**config.mk**
```make
export PLATFORM = sky130hd
export DESIGN_NAME = iet_dev_flat
export DESIGN_NICKNAME = d
export VERILOG_FILES = /design/src/logic/iet_pkg.sv /design/src/logic/iet_if.sv /design/src/logic/iet_dev.sv /design/src/flat_wrapper.sv
export SDC_FILE = /design/constraint.sdc
export NUM_CORES = 1
export LEC_CHECK = 0
export BUFFER_PORTS_ARGS = -buffer_cell sky130_fd_sc_hd__buf_2
export CORE_MARGIN = 2
export CORE_UTILIZATION = 30
export CTS_BUF_LIST = sky130_fd_sc_hd__clkbuf_4 sky130_fd_sc_hd__clkbuf_8
export CTS_CLUSTER_DIAMETER = 30
export DETAILED_ROUTE_END_ITERATION = 8
export PLACE_DENSITY_LB_ADDON = 0.3
export SLEW_MARGIN = 20
export SYNTH_ARGS = -nofsm -noshare
export SYNTH_HDL_FRONTEND = slang
export SYNTH_SLANG_ARGS = --single-unit
```
**constraint.sdc**
```tcl
create_clock -name clock_i -period 5.8 [get_ports clock_i]
set_clock_uncertainty 0.1 [all_clocks]
set_input_delay 0.29 -clock clock_i [delete_from_list [all_inputs] [get_ports clock_i]]
set_output_delay 0.29 -clock clock_i [all_outputs]
set_load 0.005 [all_outputs]
```
**src/logic/iet_pkg.sv**
```systemverilog
// Purpose: shared constants for the interrupt endpoint link
// Assumes: one 10 MHz clock for both ends
// Notes:   sizes in bytes, times in us, counts in cycles
package iet_pkg;
  localparam int CLK_MHZ         = 10;
  localparam int FRAME_US        = 1000;
  localparam int UFRAME_US       = 125;
  localparam int FRAME_CYC_DEF   = FRAME_US * CLK_MHZ;
  localparam int UFRAME_CYC      = UFRAME_US * CLK_MHZ;
  localparam int RESP_TO_CYC     = 16;
  localparam int ERR_LIMIT       = 3;

  typedef enum logic [1:0] {
    IET_LOW  = 2'h0,
    IET_FULL = 2'h1,
    IET_HIGH = 2'h2
  } iet_speed_t;

  localparam logic [7:0]  FS_INT_MIN     = 8'h01;
  localparam logic [7:0]  LS_INT_MIN     = 8'h0a;
  localparam logic [7:0]  HS_INT_MIN     = 8'h01;
  localparam logic [7:0]  HS_INT_MAX     = 8'h10;
  localparam logic [11:0] HS_MAX_UFRAME  = 12'hc00;
  localparam logic [11:0] HS_MAX_TXN     = 12'h400;
  localparam logic [11:0] HS_TWO_TXN     = 12'h800;
  localparam logic [11:0] DEF_MAX_PKT    = 12'h040;
  localparam logic [11:0] FS_MAX_PKT     = 12'h040;
  localparam logic [11:0] LS_MAX_PKT     = 12'h008;
  localparam logic [11:0] REPLAY_BYTES   = 12'h040;
  localparam logic        PID_DATA0      = 1'b0;
  localparam int          FIFO_DEPTH     = 16;
  localparam int          FIFO_W         = 9;

  // high-speed budgeting figures
  localparam int HS_RATE_MBPS    = 480;
  localparam int IPG_BITS        = 8;
  localparam int TURN_BITS       = 88;
  localparam int SYNC_BITS       = 32;
  localparam int EOP_BITS        = 8;
  localparam int PID_BITS        = 8;
  localparam int ADDR_CRC_BITS   = 16;
  localparam int CRC16_BITS      = 16;
  localparam int HS_TXN_OVH_BITS = 3 * SYNC_BITS + 3 * PID_BITS + ADDR_CRC_BITS + CRC16_BITS
                                 + 3 * (EOP_BITS + TURN_BITS);
  localparam int UFRAME_BITS     = HS_RATE_MBPS * UFRAME_US;
  localparam int PERIODIC_PCT    = 80;
  localparam int HS_BUDGET_BITS  = UFRAME_BITS * PERIODIC_PCT / 100;
endpackage : iet_pkg

```
**src/logic/iet_if.sv**
```systemverilog
// Purpose: transaction-level link between host and endpoint
// Assumes: both ends on the same clock
// Notes:   all signals are one-cycle pulses except dat_valid, dat_pid and dat_byte
`timescale 1ns/1ps
interface iet_if;
  logic       tok_in;
  logic       hs_ack;
  logic       clr_halt;
  logic       nak;
  logic       stall;
  logic       dat_valid;
  logic       dat_end;
  logic       dat_pid;
  logic [7:0] dat_byte;

  modport host (output tok_in, hs_ack, clr_halt,
                input  nak, stall, dat_valid, dat_end, dat_pid, dat_byte);
  modport dev  (input  tok_in, hs_ack, clr_halt,
                output nak, stall, dat_valid, dat_end, dat_pid, dat_byte);
endinterface : iet_if

```
**src/logic/iet_dev.sv**
```systemverilog
// Purpose: interrupt IN endpoint with source fifo and replay buffer
// Assumes: host keeps its own side of the link
// Notes:   ack mode caps packets at the replay buffer size
//
// Notes on behaviour
// - full-speed interval reported as 1..255 ms
// - low-speed interval reported as 10..255 ms
// - high-speed interval 1..16, period 2^(n-1)x125us
// - host gap never exceeds desired period
// - host polls only with request pending
// - high-speed up to 3072 bytes, 1024 per transaction
// - high-bandwidth endpoint reports interval one
// - no data pending: answer with NAK
// - send data only when really pending
// - zero-length packet is a valid transfer
// - toggle on ack, or on every packet
// - host always applies full handshake rules
// - always-toggle mode ignores host handshakes
// - host retires all requests on halt
// - halt clear resets toggle to DATA0
// - host retries transactions hit by errors
// - host budgets with fixed high-speed overheads
// - transfer ends on count, short or empty packet
// - default setting payload at most 64 bytes
`timescale 1ns/1ps

////////////////////////////////////////////////////////////////
module iet_fifo #(
  parameter int W     = 8,
  parameter int DEPTH = 16
) (
  input  wire logic         clock_i,     // clock
  input  wire logic         rst_i,       // async reset
  input  wire logic         in_valid_i,  // push request
  output logic              in_ready_o,  // room left
  input  wire logic [W-1:0] in_data_i,   // push word
  output logic              out_valid_o, // word present
  input  wire logic         out_ready_i, // pop request
  output logic [W-1:0]      out_data_o   // head word
);
  localparam int AW = $clog2(DEPTH);
  logic [W-1:0] mem [DEPTH];
  logic [AW-1:0] wp_reg;
  logic [AW-1:0] rp_reg;
  logic [AW:0]   cnt_reg;
  logic [AW:0]   cnt_next;
  logic          rdy_reg;
  wire           push = in_valid_i & rdy_reg;
  wire           pop  = out_ready_i & out_valid_o;

  assign cnt_next    = cnt_reg + {{AW{1'b0}}, push} - {{AW{1'b0}}, pop};
  assign in_ready_o  = rdy_reg;
  assign out_valid_o = cnt_reg != '0;
  assign out_data_o  = mem[rp_reg];

  always_ff @(posedge clock_i) begin
    if (push) begin
      mem[wp_reg] <= in_data_i;
    end
  end

  always_ff @(posedge clock_i or posedge rst_i) begin
    if (rst_i) begin
      wp_reg  <= '0;
      rp_reg  <= '0;
      cnt_reg <= '0;
      rdy_reg <= 1'b0;
    end else begin
      wp_reg  <= push ? wp_reg + 1'b1 : wp_reg;
      rp_reg  <= pop ? rp_reg + 1'b1 : rp_reg;
      cnt_reg <= cnt_next;
      rdy_reg <= cnt_next != (AW+1)'(DEPTH);
    end
  end
endmodule : iet_fifo

////////////////////////////////////////////////////////////////
module iet_dev #(
  parameter iet_pkg::iet_speed_t SPEED        = iet_pkg::IET_FULL,
  parameter logic [7:0]          INTERVAL_REQ = 8'h01,
  parameter logic [11:0]         MPS_REQ      = 12'h008,
  parameter bit                  TOG_ALWAYS   = 1'b0
) (
  input  wire logic  clock_i,       // clock
  input  wire logic  rst_i,         // async reset
  iet_if.dev         lnk,           // link to host
  input  wire logic  wr_valid_i,    // data byte offered
  input  wire logic [7:0] wr_data_i, // data byte
  input  wire logic  wr_last_i,     // byte ends a packet
  output logic       wr_ready_o,    // fifo has room
  input  wire logic  zlp_req_i,     // queue empty packet
  input  wire logic  halt_i,        // stall the endpoint
  input  wire logic  alt_setting_i, // alternate setting
  output logic [7:0] interval_o,    // reported interval
  output logic [11:0] max_pkt_o,    // reported payload size
  output logic       hi_bw_o,       // high-bandwidth
  output logic       toggle_o,      // next data pid
  output logic       halted_o,      // endpoint halted
  output logic       sent_o         // new packet sent
);
  import iet_pkg::*;

  typedef enum logic [2:0] {
    D_IDLE   = 3'b001,
    D_SEND   = 3'b010,
    D_REPLAY = 3'b100
  } iet_dstate_t;

  iet_dstate_t state_reg, state_next;
  logic [7:0]  interval_reg;
  logic [11:0] mps_reg;
  logic        hi_bw_reg;
  logic [11:0] txn_max_reg;
  logic        toggle_reg, toggle_next;
  logic        unacked_reg, unacked_next;
  logic        halted_reg;
  logic        zlp_pend_reg;
  logic [11:0] idx_reg, idx_next;
  logic [11:0] buf_len_reg, buf_len_next;
  logic        nak_reg, stall_reg, dv_reg, dend_reg, dpid_reg, sent_reg;
  logic [7:0]  dbyte_reg;
  logic [7:0]  pkt_buf [REPLAY_BYTES];
  logic        f_valid;
  logic [8:0]  f_data;
  logic        fifo_pop;

  ////////////////////////////////////////////////////////////////
  // descriptor values
  wire        is_hs = SPEED == IET_HIGH;
  wire        is_ls = SPEED == IET_LOW;
  wire [11:0] big_w = TOG_ALWAYS ? HS_MAX_UFRAME : REPLAY_BYTES;
  wire [11:0] cap_w = is_ls ? LS_MAX_PKT :
                      !is_hs ? FS_MAX_PKT :
                      alt_setting_i ? big_w : DEF_MAX_PKT;
  wire [11:0] mps_w = (MPS_REQ > cap_w) ? cap_w : MPS_REQ;
  wire        hib_w = is_hs && (mps_w > HS_MAX_TXN);
  wire [7:0]  hs_int_w = (INTERVAL_REQ < HS_INT_MIN) ? HS_INT_MIN :
                         (INTERVAL_REQ > HS_INT_MAX) ? HS_INT_MAX : INTERVAL_REQ;
  wire [7:0]  ls_int_w = (INTERVAL_REQ < LS_INT_MIN) ? LS_INT_MIN : INTERVAL_REQ;
  wire [7:0]  fs_int_w = (INTERVAL_REQ < FS_INT_MIN) ? FS_INT_MIN : INTERVAL_REQ;
  wire [7:0]  int_w = is_hs ? (hib_w ? HS_INT_MIN : hs_int_w) :
                      is_ls ? ls_int_w : fs_int_w;
  wire [11:0] txn_w = hib_w ? HS_MAX_TXN : mps_w;

  ////////////////////////////////////////////////////////////////
  // source fifo
  iet_fifo #(.W(FIFO_W), .DEPTH(FIFO_DEPTH)) u_fifo (
    .clock_i     (clock_i),
    .rst_i       (rst_i),
    .in_valid_i  (wr_valid_i),
    .in_ready_o  (wr_ready_o),
    .in_data_i   ({wr_last_i, wr_data_i}),
    .out_valid_o (f_valid),
    .out_ready_i (fifo_pop),
    .out_data_o  (f_data)
  );

  ////////////////////////////////////////////////////////////////
  // poll decode
  wire idle     = state_reg == D_IDLE;
  wire poll     = idle & lnk.tok_in;
  wire live     = poll & ~halted_reg;
  wire must_rep = ~TOG_ALWAYS & unacked_reg;
  wire st_rep   = live & must_rep & (buf_len_reg != '0);
  wire zl_rep   = live & must_rep & (buf_len_reg == '0);
  wire st_send  = live & ~must_rep & f_valid;
  wire st_zlp   = live & ~must_rep & ~f_valid & zlp_pend_reg;
  wire nak_w    = live & ~must_rep & ~f_valid & ~zlp_pend_reg;
  wire stall_w  = poll & halted_reg;
  assign fifo_pop = (state_reg == D_SEND) & f_valid;
  wire idx_end  = (idx_reg + 12'h001) == txn_max_reg;
  wire send_end = fifo_pop & (f_data[8] | idx_end);
  wire rep_on   = state_reg == D_REPLAY;
  wire rep_end  = rep_on & ((idx_reg + 12'h001) == buf_len_reg);
  wire new_done = send_end | st_zlp;
  wire any_end  = new_done | rep_end | zl_rep;
  wire any_st   = st_rep | zl_rep | st_send | st_zlp;
  wire ack_w    = idle & lnk.hs_ack & unacked_reg & ~TOG_ALWAYS;

  ////////////////////////////////////////////////////////////////
  // next state
  always_comb begin
    state_next   = state_reg;
    toggle_next  = toggle_reg;
    unacked_next = unacked_reg;
    idx_next     = idx_reg;
    buf_len_next = buf_len_reg;
    if (st_send) begin
      state_next = D_SEND;
    end else if (st_rep) begin
      state_next = D_REPLAY;
    end else if (send_end | rep_end) begin
      state_next = D_IDLE;
    end
    if (st_send | st_rep) begin
      idx_next = '0;
    end else if (fifo_pop | rep_on) begin
      idx_next = idx_reg + 12'h001;
    end
    if (send_end) begin
      buf_len_next = idx_reg + 12'h001;
    end else if (st_zlp) begin
      buf_len_next = '0;
    end
    if (lnk.clr_halt) begin
      toggle_next  = PID_DATA0;
      unacked_next = 1'b0;
    end else if (TOG_ALWAYS & new_done) begin
      toggle_next  = ~toggle_reg;
    end else if (~TOG_ALWAYS & new_done) begin
      unacked_next = 1'b1;
    end else if (ack_w) begin
      toggle_next  = ~toggle_reg;
      unacked_next = 1'b0;
    end
  end

  ////////////////////////////////////////////////////////////////
  // replay storage
  always_ff @(posedge clock_i) begin
    if (fifo_pop) begin
      pkt_buf[idx_reg[5:0]] <= f_data[7:0];
    end
  end

  always_ff @(posedge clock_i or posedge rst_i) begin
    if (rst_i) begin
      state_reg    <= D_IDLE;
      toggle_reg   <= PID_DATA0;
      unacked_reg  <= 1'b0;
      idx_reg      <= '0;
      buf_len_reg  <= '0;
      halted_reg   <= 1'b0;
      zlp_pend_reg <= 1'b0;
    end else begin
      state_reg    <= state_next;
      toggle_reg   <= toggle_next;
      unacked_reg  <= unacked_next;
      idx_reg      <= idx_next;
      buf_len_reg  <= buf_len_next;
      halted_reg   <= halt_i | (halted_reg & ~lnk.clr_halt);
      zlp_pend_reg <= zlp_req_i | (zlp_pend_reg & ~st_zlp);
    end
  end

  always_ff @(posedge clock_i or posedge rst_i) begin
    if (rst_i) begin
      nak_reg   <= 1'b0;
      stall_reg <= 1'b0;
      dv_reg    <= 1'b0;
      dend_reg  <= 1'b0;
      dpid_reg  <= PID_DATA0;
      dbyte_reg <= '0;
      sent_reg  <= 1'b0;
    end else begin
      nak_reg   <= nak_w;
      stall_reg <= stall_w;
      dv_reg    <= fifo_pop | rep_on;
      dend_reg  <= any_end;
      dpid_reg  <= any_st ? toggle_reg : dpid_reg;
      dbyte_reg <= fifo_pop ? f_data[7:0] : pkt_buf[idx_reg[5:0]];
      sent_reg  <= new_done;
    end
  end

  always_ff @(posedge clock_i or posedge rst_i) begin
    if (rst_i) begin
      interval_reg <= '0;
      mps_reg      <= '0;
      hi_bw_reg    <= 1'b0;
      txn_max_reg  <= '0;
    end else begin
      interval_reg <= int_w;
      mps_reg      <= mps_w;
      hi_bw_reg    <= hib_w;
      txn_max_reg  <= txn_w;
    end
  end

  assign lnk.nak       = nak_reg;
  assign lnk.stall     = stall_reg;
  assign lnk.dat_valid = dv_reg;
  assign lnk.dat_end   = dend_reg;
  assign lnk.dat_pid   = dpid_reg;
  assign lnk.dat_byte  = dbyte_reg;
  assign interval_o    = interval_reg;
  assign max_pkt_o     = mps_reg;
  assign hi_bw_o       = hi_bw_reg;
  assign toggle_o      = toggle_reg;
  assign halted_o      = halted_reg;
  assign sent_o        = sent_reg;
endmodule : iet_dev

```
**src/flat_wrapper.sv**
```systemverilog
// flat-port wrapper written by rule: the top's interface ports become plain ports
module iet_dev_flat import iet_pkg::*;
#(
  parameter iet_pkg::iet_speed_t SPEED        = iet_pkg::IET_FULL,
  parameter logic [7:0]          INTERVAL_REQ = 8'h01,
  parameter logic [11:0]         MPS_REQ      = 12'h008,
  parameter bit                  TOG_ALWAYS   = 1'b0
)
  (clock_i, rst_i, wr_valid_i, wr_data_i, wr_last_i, wr_ready_o, zlp_req_i, halt_i, alt_setting_i, interval_o, max_pkt_o, hi_bw_o, toggle_o, halted_o, sent_o, lnk_tok_in, lnk_hs_ack, lnk_clr_halt, lnk_nak, lnk_stall, lnk_dat_valid, lnk_dat_end, lnk_dat_pid, lnk_dat_byte);
  iet_if lnk_i ();
  input  wire logic clock_i;
  input  wire logic rst_i;
  input  wire logic wr_valid_i;
  input  wire logic [7:0] wr_data_i;
  input  wire logic wr_last_i;
  output logic wr_ready_o;
  input  wire logic zlp_req_i;
  input  wire logic halt_i;
  input  wire logic alt_setting_i;
  output logic [7:0] interval_o;
  output logic [11:0] max_pkt_o;
  output logic hi_bw_o;
  output logic toggle_o;
  output logic halted_o;
  output logic sent_o;
  input wire logic [$bits(lnk_i.tok_in)-1:0] lnk_tok_in;
  input wire logic [$bits(lnk_i.hs_ack)-1:0] lnk_hs_ack;
  input wire logic [$bits(lnk_i.clr_halt)-1:0] lnk_clr_halt;
  output wire logic [$bits(lnk_i.nak)-1:0] lnk_nak;
  output wire logic [$bits(lnk_i.stall)-1:0] lnk_stall;
  output wire logic [$bits(lnk_i.dat_valid)-1:0] lnk_dat_valid;
  output wire logic [$bits(lnk_i.dat_end)-1:0] lnk_dat_end;
  output wire logic [$bits(lnk_i.dat_pid)-1:0] lnk_dat_pid;
  output wire logic [$bits(lnk_i.dat_byte)-1:0] lnk_dat_byte;
  assign lnk_i.tok_in = lnk_tok_in;
  assign lnk_i.hs_ack = lnk_hs_ack;
  assign lnk_i.clr_halt = lnk_clr_halt;
  assign lnk_nak = lnk_i.nak;
  assign lnk_stall = lnk_i.stall;
  assign lnk_dat_valid = lnk_i.dat_valid;
  assign lnk_dat_end = lnk_i.dat_end;
  assign lnk_dat_pid = lnk_i.dat_pid;
  assign lnk_dat_byte = lnk_i.dat_byte;
  iet_dev #(.SPEED(SPEED), .INTERVAL_REQ(INTERVAL_REQ), .MPS_REQ(MPS_REQ), .TOG_ALWAYS(TOG_ALWAYS)) u_core (.clock_i(clock_i), .rst_i(rst_i), .lnk(lnk_i), .wr_valid_i(wr_valid_i), .wr_data_i(wr_data_i), .wr_last_i(wr_last_i), .wr_ready_o(wr_ready_o), .zlp_req_i(zlp_req_i), .halt_i(halt_i), .alt_setting_i(alt_setting_i), .interval_o(interval_o), .max_pkt_o(max_pkt_o), .hi_bw_o(hi_bw_o), .toggle_o(toggle_o), .halted_o(halted_o), .sent_o(sent_o));
endmodule
```
* After elaboration in Yosys (flattened, before gate mapping)
Memory sizes are Yosys's and may differ from the RTL's. A register that Yosys moved wholly into a read port is not among the register bits.
Cells that the tools add are included.
** Word-level totals
- Register bits after elaboration :: 52
- Bits in writable memories :: 656
- Input bits :: 18
- Word-level logic and storage cells :: 97
- Memories kept :: 2
** Memory list
- u_core.pkt_buf :: depth 64, width 8, rd ports 1, clocked after Yosys merged registers in 1, wr ports 1, RTL line iet_dev.sv:122 : logic [7:0] pkt_buf [REPLAY_BYTES];
- u_core.u_fifo.mem :: depth 16, width 9, rd ports 1, clocked after Yosys merged registers in 0, wr ports 1, RTL line iet_dev.sv:42 : logic [W-1:0] mem [DEPTH];
** Operators by class
- Add/sub/neg operators :: 5
- Equality and inequality tests :: 7
- Mux-type cells :: 17
- Bitwise gates (word level) :: 39
- Reductions and logical operators :: 9
** Operators with widths (count)
- 12-bit two-way mux :: 4
- 1-bit bitwise AND :: 20
- 12-bit by 1-bit adder with 12-bit output (second input constant) :: 1
- 12-bit == test :: 1
- 12-bit by 4-bit == test with 1-bit output :: 1
- 12-bit zero test :: 1
- 1-bit OR :: 12
- 12-bit nonzero test :: 1
- 1-bit two-way mux :: 10
- 3-bit two-way mux :: 3
- 4-bit by 1-bit adder with 4-bit output (second input constant) :: 2
- 1-bit inverter :: 7
- 2-bit nonzero test :: 3
- 3-bit nonzero test :: 2
- 5-bit by 1-bit adder with 5-bit output :: 1
- 5-bit != test (second input constant) :: 1
- 5-bit nonzero test :: 1
- 5-bit by 1-bit subtractor with 5-bit output :: 1
- 3-bit by 1-bit == test with 1-bit output (second input constant) :: 1
- 3-bit by 2-bit == test with 1-bit output (second input constant) :: 1
- 3-bit == test (second input constant) :: 1
- 2-bit != test (second input constant) :: 1
- 2-bit AND reduction :: 1

* Longest topological paths before layout
Gate-level depths: netlist (run 1).
- Depth in word-level cells :: 9
- Mapped depth :: 16

* By module
From an unflattened synthesis (run 1), not the netlist that was laid out.
** Second synthesis, totals
- Cell total of the unflattened synthesis :: 1681
- Area, all modules :: 29165.5 sq um
** By module, submodules not included
- iet_dev :: times used 1, cells an instance 1375, area each 22883.2 sq um, seq. area each 16527.1 sq um
- iet_fifo :: times used 1, cells an instance 306, area each 6282.3 sq um, seq. area each 4674.5 sq um

* Worst setup path after synthesis (run 1)
OpenSTA, ideal clock, no wires.
- Path type :: flip-flop to flip-flop
- Start point :: register u_core.u_fifo.cnt_reg[3]
- End point :: register u_core.u_fifo.rdy_reg (netlist: u_core.u_fifo.in_ready_o)
- Setup time :: 0.129 ns
- Arrival :: 3.033 ns
- Data required time :: 5.571 ns
- Setup slack :: 2.538 ns
- Stages on the path, launching flop included :: 17
- Period minus slack after synthesis :: 3.262 ns
- Cell sequence :: dfrtp_1 inv_1 ha_1 nor4b_2 or3_1 clkbuf_1 clkinv_1 clkbuf_1 ha_1 inv_1 ha_1 fa_1 a21oi_1 nor2_1 nor2_1 xnor2_1 nand3b_1
** On the way
- Word-level cells in the longest chain between the ends :: 5
- Elaborated cells on any way between the ends :: 6
- Classes of those cells :: 2 x add/sub; 1 x eq/ne; 2 x bitwise; 1 x reduce/logical
** RTL lines
- from (decl) :: RTL line iet_dev.sv:45 : logic [AW:0] cnt_reg;
- from (signal assigned) :: RTL line iet_dev.sv:71 : cnt_reg <= cnt_next;
- 5-bit nonzero test (*) :: RTL line iet_dev.sv:53 : assign out_valid_o = cnt_reg != '0;
- 1-bit bitwise AND :: RTL line iet_dev.sv:170 : assign fifo_pop = (state_reg == D_SEND) & f_valid;
- 1-bit bitwise AND (*) :: RTL line iet_dev.sv:49 : wire pop = out_ready_i & out_valid_o;
- net u_core.u_fifo.pop :: RTL line iet_dev.sv:49
- 5-bit by 1-bit subtractor with 5-bit output (*) :: RTL line iet_dev.sv:51 : assign cnt_next = cnt_reg + {{AW{1'b0}}, push} - {{AW{1'b0}}, pop};
- net u_core.u_fifo.cnt_next[4] :: RTL line iet_dev.sv:46 : logic [AW:0] cnt_next;
- 5-bit != test (*) :: RTL line iet_dev.sv:72 : rdy_reg <= cnt_next != (AW+1)'(DEPTH);
- to (signal assigned) :: RTL line iet_dev.sv:72
- to (decl) :: RTL line iet_dev.sv:47 : logic rdy_reg;
Mark *: on every way through the listed nets, which the timed path passes. The rest lies on a longest branch.
A chain may end at the register's enable or synchronous reset.

* Worst setup path in the final report (run 1)
- Start point :: register u_core.idx_reg[2]
- End point :: register u_core.unacked_reg (netlist: u_core.must_rep)
** On the way
- Word-level cells in the longest chain between the ends :: 7
- Elaborated cells on any way between the ends :: 8
- Classes of those cells :: 1 x add/sub; 1 x eq/ne; 2 x mux; 3 x bitwise; 1 x reduce/logical
** RTL lines
- from (decl) :: RTL line iet_dev.sv:118 : logic [11:0] idx_reg, idx_next;
- from (signal assigned) :: RTL line iet_dev.sv:239 : idx_reg <= idx_next;
- 12-bit by 1-bit adder with 12-bit output (*) :: RTL line iet_dev.sv:171 : wire idx_end = (idx_reg + 12'h001) == txn_max_reg;
- 12-bit by 4-bit == test with 1-bit output (*) :: RTL line iet_dev.sv:171
- 1-bit OR (*) :: RTL line iet_dev.sv:172 : wire send_end = fifo_pop & (f_data[8] | idx_end);
- 1-bit bitwise AND (*) :: RTL line iet_dev.sv:172
- 1-bit OR (*) :: RTL line iet_dev.sv:175 : wire new_done = send_end | st_zlp;
- 1-bit two-way mux :: RTL line iet_dev.sv:210 : end else if (~TOG_ALWAYS & new_done) begin
- 1-bit two-way mux :: RTL line iet_dev.sv:205 : if (lnk.clr_halt) begin
- to (signal assigned) :: RTL line iet_dev.sv:238 : unacked_reg <= unacked_next;
- to (decl) :: RTL line iet_dev.sv:115 : logic unacked_reg, unacked_next;
Mark *: on every way between the ends. The rest lies on a longest branch, timed or not.

==> results of run 1 <==
[layer usage]
metal	vias to the layer above	part of all wire, %	GRT usage [%]
met5	-	0	0
met4	0	3.0	5.887
met3	184	7.3	3.748
met2	736	48	25.46
met1	8420	42	20.91
li1	7132	-	-
[power groups by stage]
| stage | Clock (W) | Combinational [W] | Sequential [W] |
|---|---|---|---|
| 2_1_floorplan | 0 | 0.00367 | 0.00732 |
| 3_3_place_gp | 0 | 0.00576 | 0.00766 |
| 3_5_place_dp | 0 | 0.00583 | 0.00768 |
| 4_1_cts | 0.00531 | 0.00586 | 0.00758 |
| 5_1_grt | 0.00555 | 0.00623 | 0.00763 |
| 6_report | 0.00521 | 0.00588 | 0.00758 |
[layout make-up]
| cell class | instances | area share (%) |
|---|---|---|
| multi-input combinational | 880 | 21.17 |
| clock buffer | 179 | 6.720 |
| inverter | 21 | 0.2378 |
| timing repair buffer | 99 | 2.080 |
| antenna | 4 | 0.02972 |
| clock inverter | 77 | 2.073 |
| tap | 1265 | 4.699 |
| sequential | 716 | 62.99 |
[cells in the mapped netlist, types with 4 or more instances]
cell and number:
sky130_fd_sc_hd__dfrtp_1 59, sky130_fd_sc_hd__nand2_1 81, sky130_fd_sc_hd__and2_1 15, sky130_fd_sc_hd__nor3b_1 4, sky130_fd_sc_hd__nor2b_1 9, sky130_fd_sc_hd__xor2_1 10, sky130_fd_sc_hd__nor4_1 6, sky130_fd_sc_hd__mux2_2 53
sky130_fd_sc_hd__a222oi_1 6, sky130_fd_sc_hd__xnor2_1 37, sky130_fd_sc_hd__o221ai_1 11, sky130_fd_sc_hd__edfxtp_1 656, sky130_fd_sc_hd__a22oi_1 35, sky130_fd_sc_hd__nand3_1 16, sky130_fd_sc_hd__and3_1 11, sky130_fd_sc_hd__ha_1 13
sky130_fd_sc_hd__a22o_1 11, sky130_fd_sc_hd__a31oi_1 10, sky130_fd_sc_hd__a221o_1 4, sky130_fd_sc_hd__or3_1 7, sky130_fd_sc_hd__nand4_1 5, sky130_fd_sc_hd__buf_1 10, sky130_fd_sc_hd__buf_2 37, sky130_fd_sc_hd__nor3_1 12
sky130_fd_sc_hd__a221oi_1 71, sky130_fd_sc_hd__mux2i_1 61, sky130_fd_sc_hd__clkbuf_1 46, sky130_fd_sc_hd__nor2_1 148, sky130_fd_sc_hd__nand2b_1 6, sky130_fd_sc_hd__o211ai_1 6, sky130_fd_sc_hd__inv_1 18, sky130_fd_sc_hd__o2bb2ai_1 8
sky130_fd_sc_hd__buf_4 26, sky130_fd_sc_hd__a21oi_1 34, sky130_fd_sc_hd__mux4_2 69, sky130_fd_sc_hd__o2111ai_1 5, sky130_fd_sc_hd__o21ai_0 30, sky130_fd_sc_hd__o22ai_1 20, sky130_fd_sc_hd__o22a_1 4
[path summary, 6_finish.rpt]
check	startpoint	endpoint	slack (ns)
setup / recovery	u_core.idx_reg[2]	u_core.must_rep	1.35
hold / removal	lnk_clr_halt	u_core.toggle_o	0.13
setup reg to reg	u_core.idx_reg[2]	u_core.must_rep	1.35
hold reg to reg	u_core.lnk.dat_pid	u_core.lnk.dat_pid	0.42
max in group asynchronous	rst_i	u_core.idx_reg[1]	4.72
min in group asynchronous	rst_i	u_core.lnk.dat_byte[1]	0.21
[cells in the final DEF, fill, tap and decap left out, types with 6 or more instances in the layout]
| cell type | n |
|---|---|
| sky130_fd_sc_hd__mux2i_1 | 61 |
| sky130_fd_sc_hd__conb_1 | 20 |
| sky130_fd_sc_hd__nor2_1 | 146 |
| sky130_fd_sc_hd__bufinv_16 | 7 |
| sky130_fd_sc_hd__mux2_2 | 53 |
| sky130_fd_sc_hd__dlygate4sd3_1 | 18 |
| sky130_fd_sc_hd__o221ai_1 | 11 |
| sky130_fd_sc_hd__ha_1 | 13 |
| sky130_fd_sc_hd__mux4_2 | 69 |
| sky130_fd_sc_hd__clkbuf_8 | 147 |
| sky130_fd_sc_hd__nand2b_1 | 6 |
| sky130_fd_sc_hd__and2_1 | 14 |
| sky130_fd_sc_hd__and3_1 | 11 |
| sky130_fd_sc_hd__xnor2_1 | 37 |
| sky130_fd_sc_hd__or3_1 | 7 |
| sky130_fd_sc_hd__a22oi_1 | 35 |
| sky130_fd_sc_hd__dfrtp_1 | 55 |
| sky130_fd_sc_hd__o2bb2ai_1 | 8 |
| sky130_fd_sc_hd__a221oi_1 | 71 |
| sky130_fd_sc_hd__a22o_1 | 11 |
| sky130_fd_sc_hd__clkinv_2 | 21 |
| sky130_fd_sc_hd__a222oi_1 | 6 |
| sky130_fd_sc_hd__buf_4 | 46 |
| sky130_fd_sc_hd__nor4_1 | 6 |
| sky130_fd_sc_hd__inv_1 | 17 |
| sky130_fd_sc_hd__o21ai_0 | 30 |
| sky130_fd_sc_hd__o211ai_1 | 6 |
| sky130_fd_sc_hd__a21oi_1 | 33 |
| sky130_fd_sc_hd__a31oi_1 | 10 |
| sky130_fd_sc_hd__nand3_1 | 16 |
| sky130_fd_sc_hd__nand2_1 | 81 |
| sky130_fd_sc_hd__edfxtp_1 | 656 |
| sky130_fd_sc_hd__o22ai_1 | 20 |
| sky130_fd_sc_hd__xor2_1 | 10 |
| sky130_fd_sc_hd__clkinvlp_4 | 10 |
| sky130_fd_sc_hd__clkinv_1 | 25 |
| sky130_fd_sc_hd__clkbuf_4 | 32 |
| sky130_fd_sc_hd__buf_2 | 35 |
| sky130_fd_sc_hd__nor3_1 | 12 |
[cells by family (layout without fill, tap and decap cells)]
family                   count (synthesis)  count (layout)  share of synthesized area, %
adder cells (fa/ha/maj)                 14              14                        0.6313
XOR/XNOR                                48              48                         1.500
AND/OR/NAND/NOR                        333             333                         5.288
AO/OA/AOI/OAI                          282             282                         7.324
flip-flops                             716             716                         73.27
multiplexers                           183             183                         9.543
other                                    2              24                       0.02595
buffers and inverters                  142             376                         2.421
[through the flow]
step	setup slack (ns)	area (um^2)	hold slack (ns)	std cells	power, W
2_1_floorplan	2.538	29010	0.2535	1738	0.01099
3_3_place_gp	1.859	30520	0.3680	2963	0.01342
3_5_place_dp	1.831	30530	0.3815	2963	0.01351
4_1_cts	1.319	33670	0.04868	3237	0.01876
5_1_grt	1.106	33680	0.1069	3240	0.01941
6_report	1.352	33680	0.1252	3241	0.01867
[tightest hold or removal path: stages]
cell,delay [ns]
sky130_fd_sc_hd__dlygate4sd3_1,0.52
sky130_fd_sc_hd__buf_2,0.12
sky130_fd_sc_hd__nor2_1,0.05
==> results.json, run 1 <==
{
  "synth_flop_cell": "sky130_fd_sc_hd__edfxtp_1",
  "holdCritPathClass": "in2reg",
  "tritoncts_num_sinks": 716,
  "critical-path-top-delay-family": "compound AO/OA/AOI/OAI gates",
  "status": "completed",
  "die_area_mm2": 0.09896,
  "worst_ep_arrival_time_ns": 5.02,
  "worst_ep_required_time_ns": 6.37,
  "grt_setup_unrepaired": "false",
  "cp_num_cells": 7,
  "cts.htree.levels": 4,
  "root_buffer": "sky130_fd_sc_hd__clkbuf_8",
  "fmax_mhz": 224.8,
  "final_layout_size_suffix_gt1_share_pct": 23.38,
  "worstRegToRegCells": 7,
  "timing.final.hold_violations": 0,
  "synth.area.top_cells": "sky130_fd_sc_hd__edfxtp_1, sky130_fd_sc_hd__mux4_2, sky130_fd_sc_hd__dfrtp_1",
  "antenna_found_initial": 1,
  "detail_route.drc_violations": 0,
  "static_power_due_to_leakage_nw": 11.01,
  "critical_path.max_stage_delay_ns": 0.95,
  "cts.hold.buffers_added": 18,
  "maxSlewViolCount": 0,
  "cts.repair.resized": 0,
  "intPower_w": 0.01188,
  "register_area_mm2": 0.02121,
  "fillerInstances": 9019,
  "synth-warning-count": 0,
  "p_seq_share_pct": 40.6,
  "fp-row-count": 113,
  "pwr-share-clk_pct": 27.9,
  "finalWeightedCongestion": 0.8240,
  "share_comb_of_total_power_pct": 31.5,
  "layout.core_utilization_pct": 35.34,
  "initial_core_util_pct": 30.37,
  "die_width_um": 314.6,
  "critPathLaunchType": "flop",
  "clock_transition_at_the_registers_of_the_reported_paths_ns": 0.06,
  "tritoncts": "yes",
  "period_minus_slack_ns": 4.448,
  "cts_setup_buffers": 0,
  "ir_worst_vdd_mv": 0.3246,
  "layout-area-overhead-vs-synth_pct": 16.39,
  "synth_enable_flop_cells": 656,
  "worstPathCellList": "buf_4 > and3_1 > xnor2_1 > o2111ai_1 > o41a_1 > a31oi_1 > dlygate4sd3_1",
  "synth_cell_type_count": 75,
  "grt_pass1_vias": 16880,
  "place.port_buffers": 35,
  "final_net_count": 1890,
  "netlist.top_cell.by_area": "sky130_fd_sc_hd__edfxtp_1",
  "synth-seq-cells": 716,
  "multi_input_comb_area_mm2": 0.007131,
  "cp_max_fo": 45,
  "grt-ovfl-total": 0,
  "cts_buffers": 140,
  "routed_via_count": 16472,
  "power.share.switching_pct": 36.36,
  "drv_cap": 0,
  "netlist.area_leader.share_pct": 68.07,
  "worst_pin_slew_ns": 1.062,
  "route.final.wire_length_um": 78210,
  "largest_register_ffs": 512,
  "dp.final_hpwl_um": 45700,
  "largest_net_degree_at_the_start_of_global_routing": 66,
  "worst-path-buf-inv": 2,
  "detailedRoute.firstPassIterationCount": 6,
  "critical-path-slowest-cell": "sky130_fd_sc_hd__dfrtp_4",
  "first_pass_grt_wire_length_um": 114800,
  "ios": 56,
  "finalSetupTns_ns": 0,
  "grt_use_total_pct": 15.86,
  "critical_path.endpoint_type": "flop",
  "fp.dieH_um": 314.6,
  "power_per_cell_area_mw_per_mm2": 554.2,
  "routed_via_density": 5.082,
  "ys_seq_area_share_pct": 73.27,
  "drtIter0Drc": 1744,
  "post_syn_area_mm2": 0.02894,
  "core_area_mm2": 0.09529,
  "final-setup-viol-count": 0,
  "max-slew-margin-rel_pct": 28.96,
  "insertion_delay_ns": 0.81,
  "timing.setup.critical_path_class": "reg2reg",
  "cells_after_synthesis": 1720,
  "wl_per_cell_um": 24.13,
  "fin_crit_sh_pct": 76.69,
  "switching_power_w": 0.006787,
  "hold_depth": 3,
  "synthArstFlopShare_pct": 8.380,
  "max-clock-path-buffers": 3,
  "postSynthAreaPerCell_um2": 16.82,
  "postRouteAntennaNets": 0
}
Note: power is estimated with default switching activity, not from simulation.
==> run 2, diff against run 1 <==
==> constraint.sdc (replaced) <==
create_clock -name clock_i -period 3.9 [get_ports clock_i]
set_clock_uncertainty 0.1 [all_clocks]
set_input_delay 0.195 -clock clock_i [delete_from_list [all_inputs] [get_ports clock_i]]
set_output_delay 0.195 -clock clock_i [all_outputs]
set_load 0.005 [all_outputs]
==> run 2 against run 1 <==
Cell count is 3.0% higher. Flip-flop and latch count stayed put. Utilization is 1.1 points higher. Setup slack worse by 1.1 ns. First-iteration DRC count is 1.8% lower. Wire length is 1.8% higher. Combinational power is 56% higher. Critical endpoint unchanged.
==> results.json, run 2 (synthesis results as in run 1) <==
{
  "detailedRoute.firstPassIterationCount": 5,
  "clock_transition_at_the_registers_of_the_reported_paths_ns": 0.05,
  "fp.dieH_um": 314.6,
  "timing.setup.critical_path_class": "reg2reg",
  "critical-path-slowest-cell": "sky130_fd_sc_hd__dfrtp_4",
  "grt_setup_unrepaired": "false",
  "routed_via_count": 16885,
  "finalSetupTns_ns": 0,
  "fin_crit_sh_pct": 94.22,
  "power_per_cell_area_mw_per_mm2": 833.2,
  "critPathLaunchType": "flop",
  "worst_setup_path_startpoint": "u_core.idx_reg[0]",
  "cts.htree.levels": 4,
  "worst-path-buf-inv": 2,
  "final_layout_size_suffix_gt1_share_pct": 26.74,
  "max-slew-margin-rel_pct": 34.38,
  "max-clock-path-buffers": 3,
  "insertion_delay_ns": 0.82,
  "fp-row-count": 113,
  "cts.repair.resized": 0,
  "root_buffer": "sky130_fd_sc_hd__clkbuf_8",
  "critPathCapture": "u_core.must_rep",
  "cp_max_fo": 17,
  "wl_per_cell_um": 23.86,
  "grt_use_total_pct": 16.14,
  "fmax_mhz": 272.1,
  "ir_worst_vdd_mv": 0.4399,
  "detail_route.drc_violations": 0,
  "layout.core_utilization_pct": 36.43,
  "drv_cap": 0,
  "largest_net_degree_at_the_start_of_global_routing": 66,
  "worst_ep_arrival_time_ns": 4.31,
  "pwr-share-clk_pct": 29.9,
  "power.share.switching_pct": 35.61,
  "postRouteAntennaNets": 0,
  "tritoncts": "yes",
  "first_pass_grt_wire_length_um": 117300,
  "maxSlewViolCount": 0,
  "layout.cells.most_common": "sky130_fd_sc_hd__edfxtp_1",
  "largest_register_ffs": 512,
  "drtIter0Drc": 1712,
  "route.final.wire_length_um": 79640,
  "period_minus_slack_ns": 3.675,
  "dp.final_hpwl_um": 48980,
  "cp_num_cells": 9,
  "status": "completed",
  "die_width_um": 314.6,
  "p_seq_share_pct": 38.3,
  "static_power_due_to_leakage_nw": 11.62,
  "core_area_mm2": 0.09529,
  "fillerInstances": 8960,
  "worst_pin_slew_ns": 0.9807,
  "ios": 56,
  "critical-path-top-delay-family": "simple AND/OR/NAND/NOR gates",
  "worstRegToRegCells": 9,
  "die_area_mm2": 0.09896,
  "intPower_w": 0.01862,
  "finalWeightedCongestion": 0.8425,
  "layout.cells.most_common_list": "sky130_fd_sc_hd__edfxtp_1, sky130_fd_sc_hd__clkbuf_8, sky130_fd_sc_hd__nor2_1",
  "grt_pass1_vias": 17435,
  "cts_setup_buffers": 0,
  "timing.final.hold_violations": 0,
  "worstPathCellList": "ha_1 > nand3_1 > or2_2 > xor2_1 > nand2_1 > o41a_1 > buf_4 > a31oi_1 > dlygate4sd3_1",
  "switching_power_w": 0.01030,
  "layout-area-overhead-vs-synth_pct": 19.96,
  "grt-ovfl-total": 0,
  "share_comb_of_total_power_pct": 31.8,
  "critical_path.endpoint_type": "flop",
  "place.port_buffers": 35,
  "initial_core_util_pct": 30.37,
  "tritoncts_num_sinks": 716,
  "critical_path.max_stage_delay_ns": 0.57,
  "reg2reg_setup_slack_ns": 0.23,
  "worstReg2RegStart": "u_core.idx_reg[0]",
  "crit-reg2reg-capture": "u_core.must_rep",
  "hold_slack_ns": 0.08545,
  "cts_buffers": 148,
  "holdCritPathClass": "in2reg",
  "antenna_found_initial": 1,
  "routed_via_density": 5.058,
  "worst_ep_required_time_ns": 4.54,
  "final_net_count": 1980,
  "final-setup-viol-count": 0
}
-- run 2: power by group through the flow --
stage          clock network (W)  logic (W)  registers (W)
2_1_floorplan                  0    0.00546         0.0109
3_3_place_gp                   0    0.00905         0.0112
3_5_place_dp                   0    0.00915         0.0112
4_1_cts                  0.00881    0.00921         0.0111
5_1_grt                  0.00920    0.00977         0.0111
6_report                 0.00864    0.00920         0.0111
-- run 2: how the worst min path moves through the flow --
stage,to,cells after the start,from
floorplan,u_core.must_rep,1,lnk_clr_halt
global placement,u_core.u_fifo.wp_reg[2],2,rst_i
detailed placement,u_core.u_fifo.wp_reg[2],2,rst_i
CTS,u_core.lnk.stall,3,lnk_tok_in
global route,u_core.lnk.stall,3,lnk_tok_in
finish,u_core.lnk.stall,3,lnk_tok_in
-- run 2: final cells by class --
cell class	count	area [um^2]	share of cell area (%)
flip-flops and latches	716	21210	61.11
multi-input cells	880	7128	20.53
clock buffers	172	2230	6.423
well taps	1265	1583	4.560
repair buffers	181	1389	4.001
clock inverters	102	1087	3.132
inverters	21	80.08	0.2307
diodes	1	2.502	0.007209
-- run 2: worst min-delay path, stage by stage --
cell and delay, ns:
sky130_fd_sc_hd__dlygate4sd3_1 0.52, sky130_fd_sc_hd__buf_2 0.11, sky130_fd_sc_hd__and3_1 0.13
-- run 2: what timing repair did --
action	CTS	global route
setup endpoints to repair	0	0
hold buffers	22	0
endpoints found under the hold margin	229	0
-- run 2: through the flow --
step                setup WS [ns]  area (um^2)  total power [W]  std cells
floorplan                  0.6381        29010          0.01635       1738
global placement           0.6369        31170          0.02028       3041
detailed placement         0.6164        31170          0.02039       3041
CTS                        0.2490        34710          0.02910       3337
global route              0.03885        34710          0.03012       3338
finish                     0.2255        34710          0.02892       3338
-- run 2: metal layers --
layer	vias up	track usage [%]	share of wire, %
met5	-	0	0
met4	0	6.126	2.9
met3	144	3.551	6.8
met2	666	25.87	48
met1	8755	21.44	42
li1	7320	-	-
==> run 3, diff against run 2 <==
--- a/config.mk
+++ b/config.mk
@@ -6,6 +6,8 @@
 export NUM_CORES = 1
 export LEC_CHECK = 0
 export BUFFER_PORTS_ARGS = -buffer_cell sky130_fd_sc_hd__buf_2
+export CELL_PAD_IN_SITES_DETAIL_PLACEMENT = 1
+export CELL_PAD_IN_SITES_GLOBAL_PLACEMENT = 2
 export CORE_MARGIN = 2
 export CORE_UTILIZATION = 30
 export CTS_BUF_LIST = sky130_fd_sc_hd__clkbuf_4 sky130_fd_sc_hd__clkbuf_8
==> run 3 against run 2 <==
Register-to-register slack improved by 0.09 ns. Sequential power barely moved. Count of clock-buffer cells in the layout rose by 18. Critical endpoint unchanged.
==> results.json, run 3 (synthesis results as in run 1) <==
{
  "status": "completed",
  "cts.htree.levels": 4,
  "preCtsSetupSlack_ns": 0.6097,
  "grt_pass1_vias": 18380,
  "use_met3_pct": 3.696,
  "max-clock-path-buffers": 3,
  "critical_path.max_stage_delay_ns": 0.73,
  "initial_core_util_pct": 30.37,
  "postRouteAntennaNets": 0,
  "worst_pin_slew_ns": 1.112,
  "route.final.wire_length_um": 88460,
  "critical_path.endpoint_type": "flop",
  "dp.final_hpwl_um": 53790,
  "timing.final.hold_violations": 0,
  "layout.cells.most_common_list": "sky130_fd_sc_hd__edfxtp_1, sky130_fd_sc_hd__clkbuf_8, sky130_fd_sc_hd__nor2_1",
  "die_area_mm2": 0.09896,
  "hold_path.startpoint": "lnk_tok_in",
  "final_layout_size_suffix_gt1_share_pct": 27.83,
  "critPathLaunchType": "flop",
  "timing.setup.critical_path_class": "reg2reg",
  "clock_transition_at_the_registers_of_the_reported_paths_ns": 0.05,
  "worst_ep_required_time_ns": 4.49,
  "drtIter0Drc": 1416,
  "antenna_found_initial": 1,
  "layout-area-overhead-vs-synth_pct": 21.90,
  "root_buffer": "sky130_fd_sc_hd__clkbuf_8",
  "detailedRoute.firstPassIterationCount": 5,
  "p_seq_share_pct": 36.6,
  "core_area_mm2": 0.09529,
  "power_per_cell_area_mw_per_mm2": 858.3,
  "ir_worst_vdd_mv": 0.4211,
  "grt_setup_unrepaired": "false",
  "fin_crit_sh_pct": 91.84,
  "cts_buffers": 157,
  "cp_max_fo": 26,
  "design_power_total_w": 0.03028,
  "first_pass_grt_wire_length_um": 129800,
  "insertion_delay_ns": 0.78,
  "place.port_buffers": 35,
  "min_to": "u_core.lnk.stall",
  "worstReg2RegStart": "u_core.idx_reg[2]",
  "routed_via_count": 17175,
  "global_route.usage.met1_pct": 23.83,
  "largest_register_ffs": 512,
  "critical-path-slowest-cell": "sky130_fd_sc_hd__dfrtp_4",
  "tritoncts": "yes",
  "intPower_w": 0.01972,
  "finalWeightedCongestion": 0.8037,
  "max-slew-margin-rel_pct": 25.30,
  "hold_depth": 3,
  "fmax_mhz": 279.2,
  "grt-ovfl-total": 0,
  "fp-row-count": 113,
  "largest_net_degree_at_the_start_of_global_routing": 66,
  "finalSetupTns_ns": 0,
  "final_net_count": 2009,
  "pwr-share-clk_pct": 31.5,
  "period_minus_slack_ns": 3.582,
  "final-setup-viol-count": 0,
  "holdCritPathClass": "in2reg",
  "wl_per_cell_um": 26.26,
  "static_power_due_to_leakage_nw": 11.91,
  "finalWorstSetupSlack_ns": 0.3183,
  "power.share.switching_pct": 34.87,
  "reg2reg_setup_slack_ns": 0.32,
  "drv_cap": 0,
  "crit-reg2reg-capture": "u_core.must_rep",
  "worstPathCellList": "nand3_2 > nor4_2 > xnor2_1 > o21ai_0 > o41a_1 > a31oi_1 > dlygate4sd3_1",
  "worstRegToRegCells": 7,
  "share_comb_of_total_power_pct": 31.9,
  "die_width_um": 314.6,
  "grt_use_met2_pct": 29.75,
  "tritoncts_num_sinks": 716,
  "fp.dieH_um": 314.6,
  "switching_power_w": 0.01056,
  "gr-max-usage-layer": "met2",
  "routed_via_density": 5.099,
  "maxSlewViolCount": 0,
  "ios": 56,
  "worst_ep_arrival_time_ns": 4.17,
  "grt_use_total_pct": 18.09,
  "detail_route.drc_violations": 0,
  "layout.cells.most_common": "sky130_fd_sc_hd__edfxtp_1"
}
## run 3: changes by cell type in the layout (fill, tap and decap cells not counted), moves of 3 or more
cell and change:
sky130_fd_sc_hd__bufinv_16 +11, sky130_fd_sc_hd__clkinv_2 -7, sky130_fd_sc_hd__buf_12 +5, sky130_fd_sc_hd__buf_4 +15, sky130_fd_sc_hd__inv_8 -6, sky130_fd_sc_hd__clkbuf_8 +15, sky130_fd_sc_hd__clkbuf_4 +3, sky130_fd_sc_hd__inv_12 -7
## run 3: layer usage
layer	up-vias	part of all wire, %	wire length, um
met4	0	2.5	2240
met5	-	0	0
li1	7371	-	-
met3	156	5.2	4630
met2	536	49	43420
met1	9112	43	38170
## run 3: critical path: cells and delay by family (launching register included)
kind,cells,cell delay [ns]
DFF,1,0.73
and+or+nand+nor,2,0.81
buffers and inverters,1,0.58
xor gates and xnor gates,1,0.22
AOI/OAI and AO/OA,3,1.04
## run 3: power by group through the flow
| stage | clock [W] | combinational (W) | sequential (W) |
|---|---|---|---|
| floorplan | 0 | 0.00546 | 0.0109 |
| global placement | 0 | 0.00951 | 0.0112 |
| detailed placement | 0 | 0.00969 | 0.0112 |
| CTS | 0.00978 | 0.00977 | 0.0111 |
| global route | 0.0101 | 0.0103 | 0.0111 |
| finish | 0.00954 | 0.00966 | 0.0111 |
## run 3: how the worst max path moves through the flow
stage	from	end	slack, ns	cells past startpoint
2_1_floorplan	u_core.u_fifo.cnt_reg[3]	u_core.u_fifo.in_ready_o	0.64	16
3_3_place_gp	u_core.idx_reg[2]	u_core.buf_len_reg[5]	0.59	7
3_5_place_dp	u_core.idx_reg[0]	u_core.pkt_buf[57][2]	0.61	5
4_1_cts	u_core.idx_reg[2]	u_core.must_rep	0.26	7
5_1_grt	u_core.idx_reg[2]	u_core.must_rep	0.14	7
6_report	u_core.idx_reg[2]	u_core.must_rep	0.32	7
## run 3: area by class of cell
cell class / instances / area (um^2)
Clock inverter: 94 / 1202
Antenna cell: 1 / 2.502
Sequential cell: 716 / 21210
Clock buffer: 190 / 2459
Inverter: 21 / 80.08
Tap cell: 1265 / 1583
Timing Repair Buffer: 201 / 1602
Fill cell: 9639 / 60020
Multi-Input combinational cell: 880 / 7132
## run 3: what timing repair did
| action | in CTS | in global routing |
|---|---|---|
| resized for setup | 0 | 1 |
| hold endpoints to repair | 221 | 0 |
| hold buffers | 22 | 0 |
| endpoints found under the setup margin | 0 | 1 |
| setup buffers | 0 | 0 |
## run 3: per-stage QoR
stage,util (%),cell area [um^2],instances,hold WS (ns)
6_report,37.02,35270,3368,0.1606
5_1_grt,37.02,35270,3368,0.1349
4_1_cts,37.00,35260,3367,0.04208
3_5_place_dp,32.93,31380,3061,0.1840
3_3_place_gp,32.93,31380,3061,0.1754
2_1_floorplan,-,29010,1738,0.1585
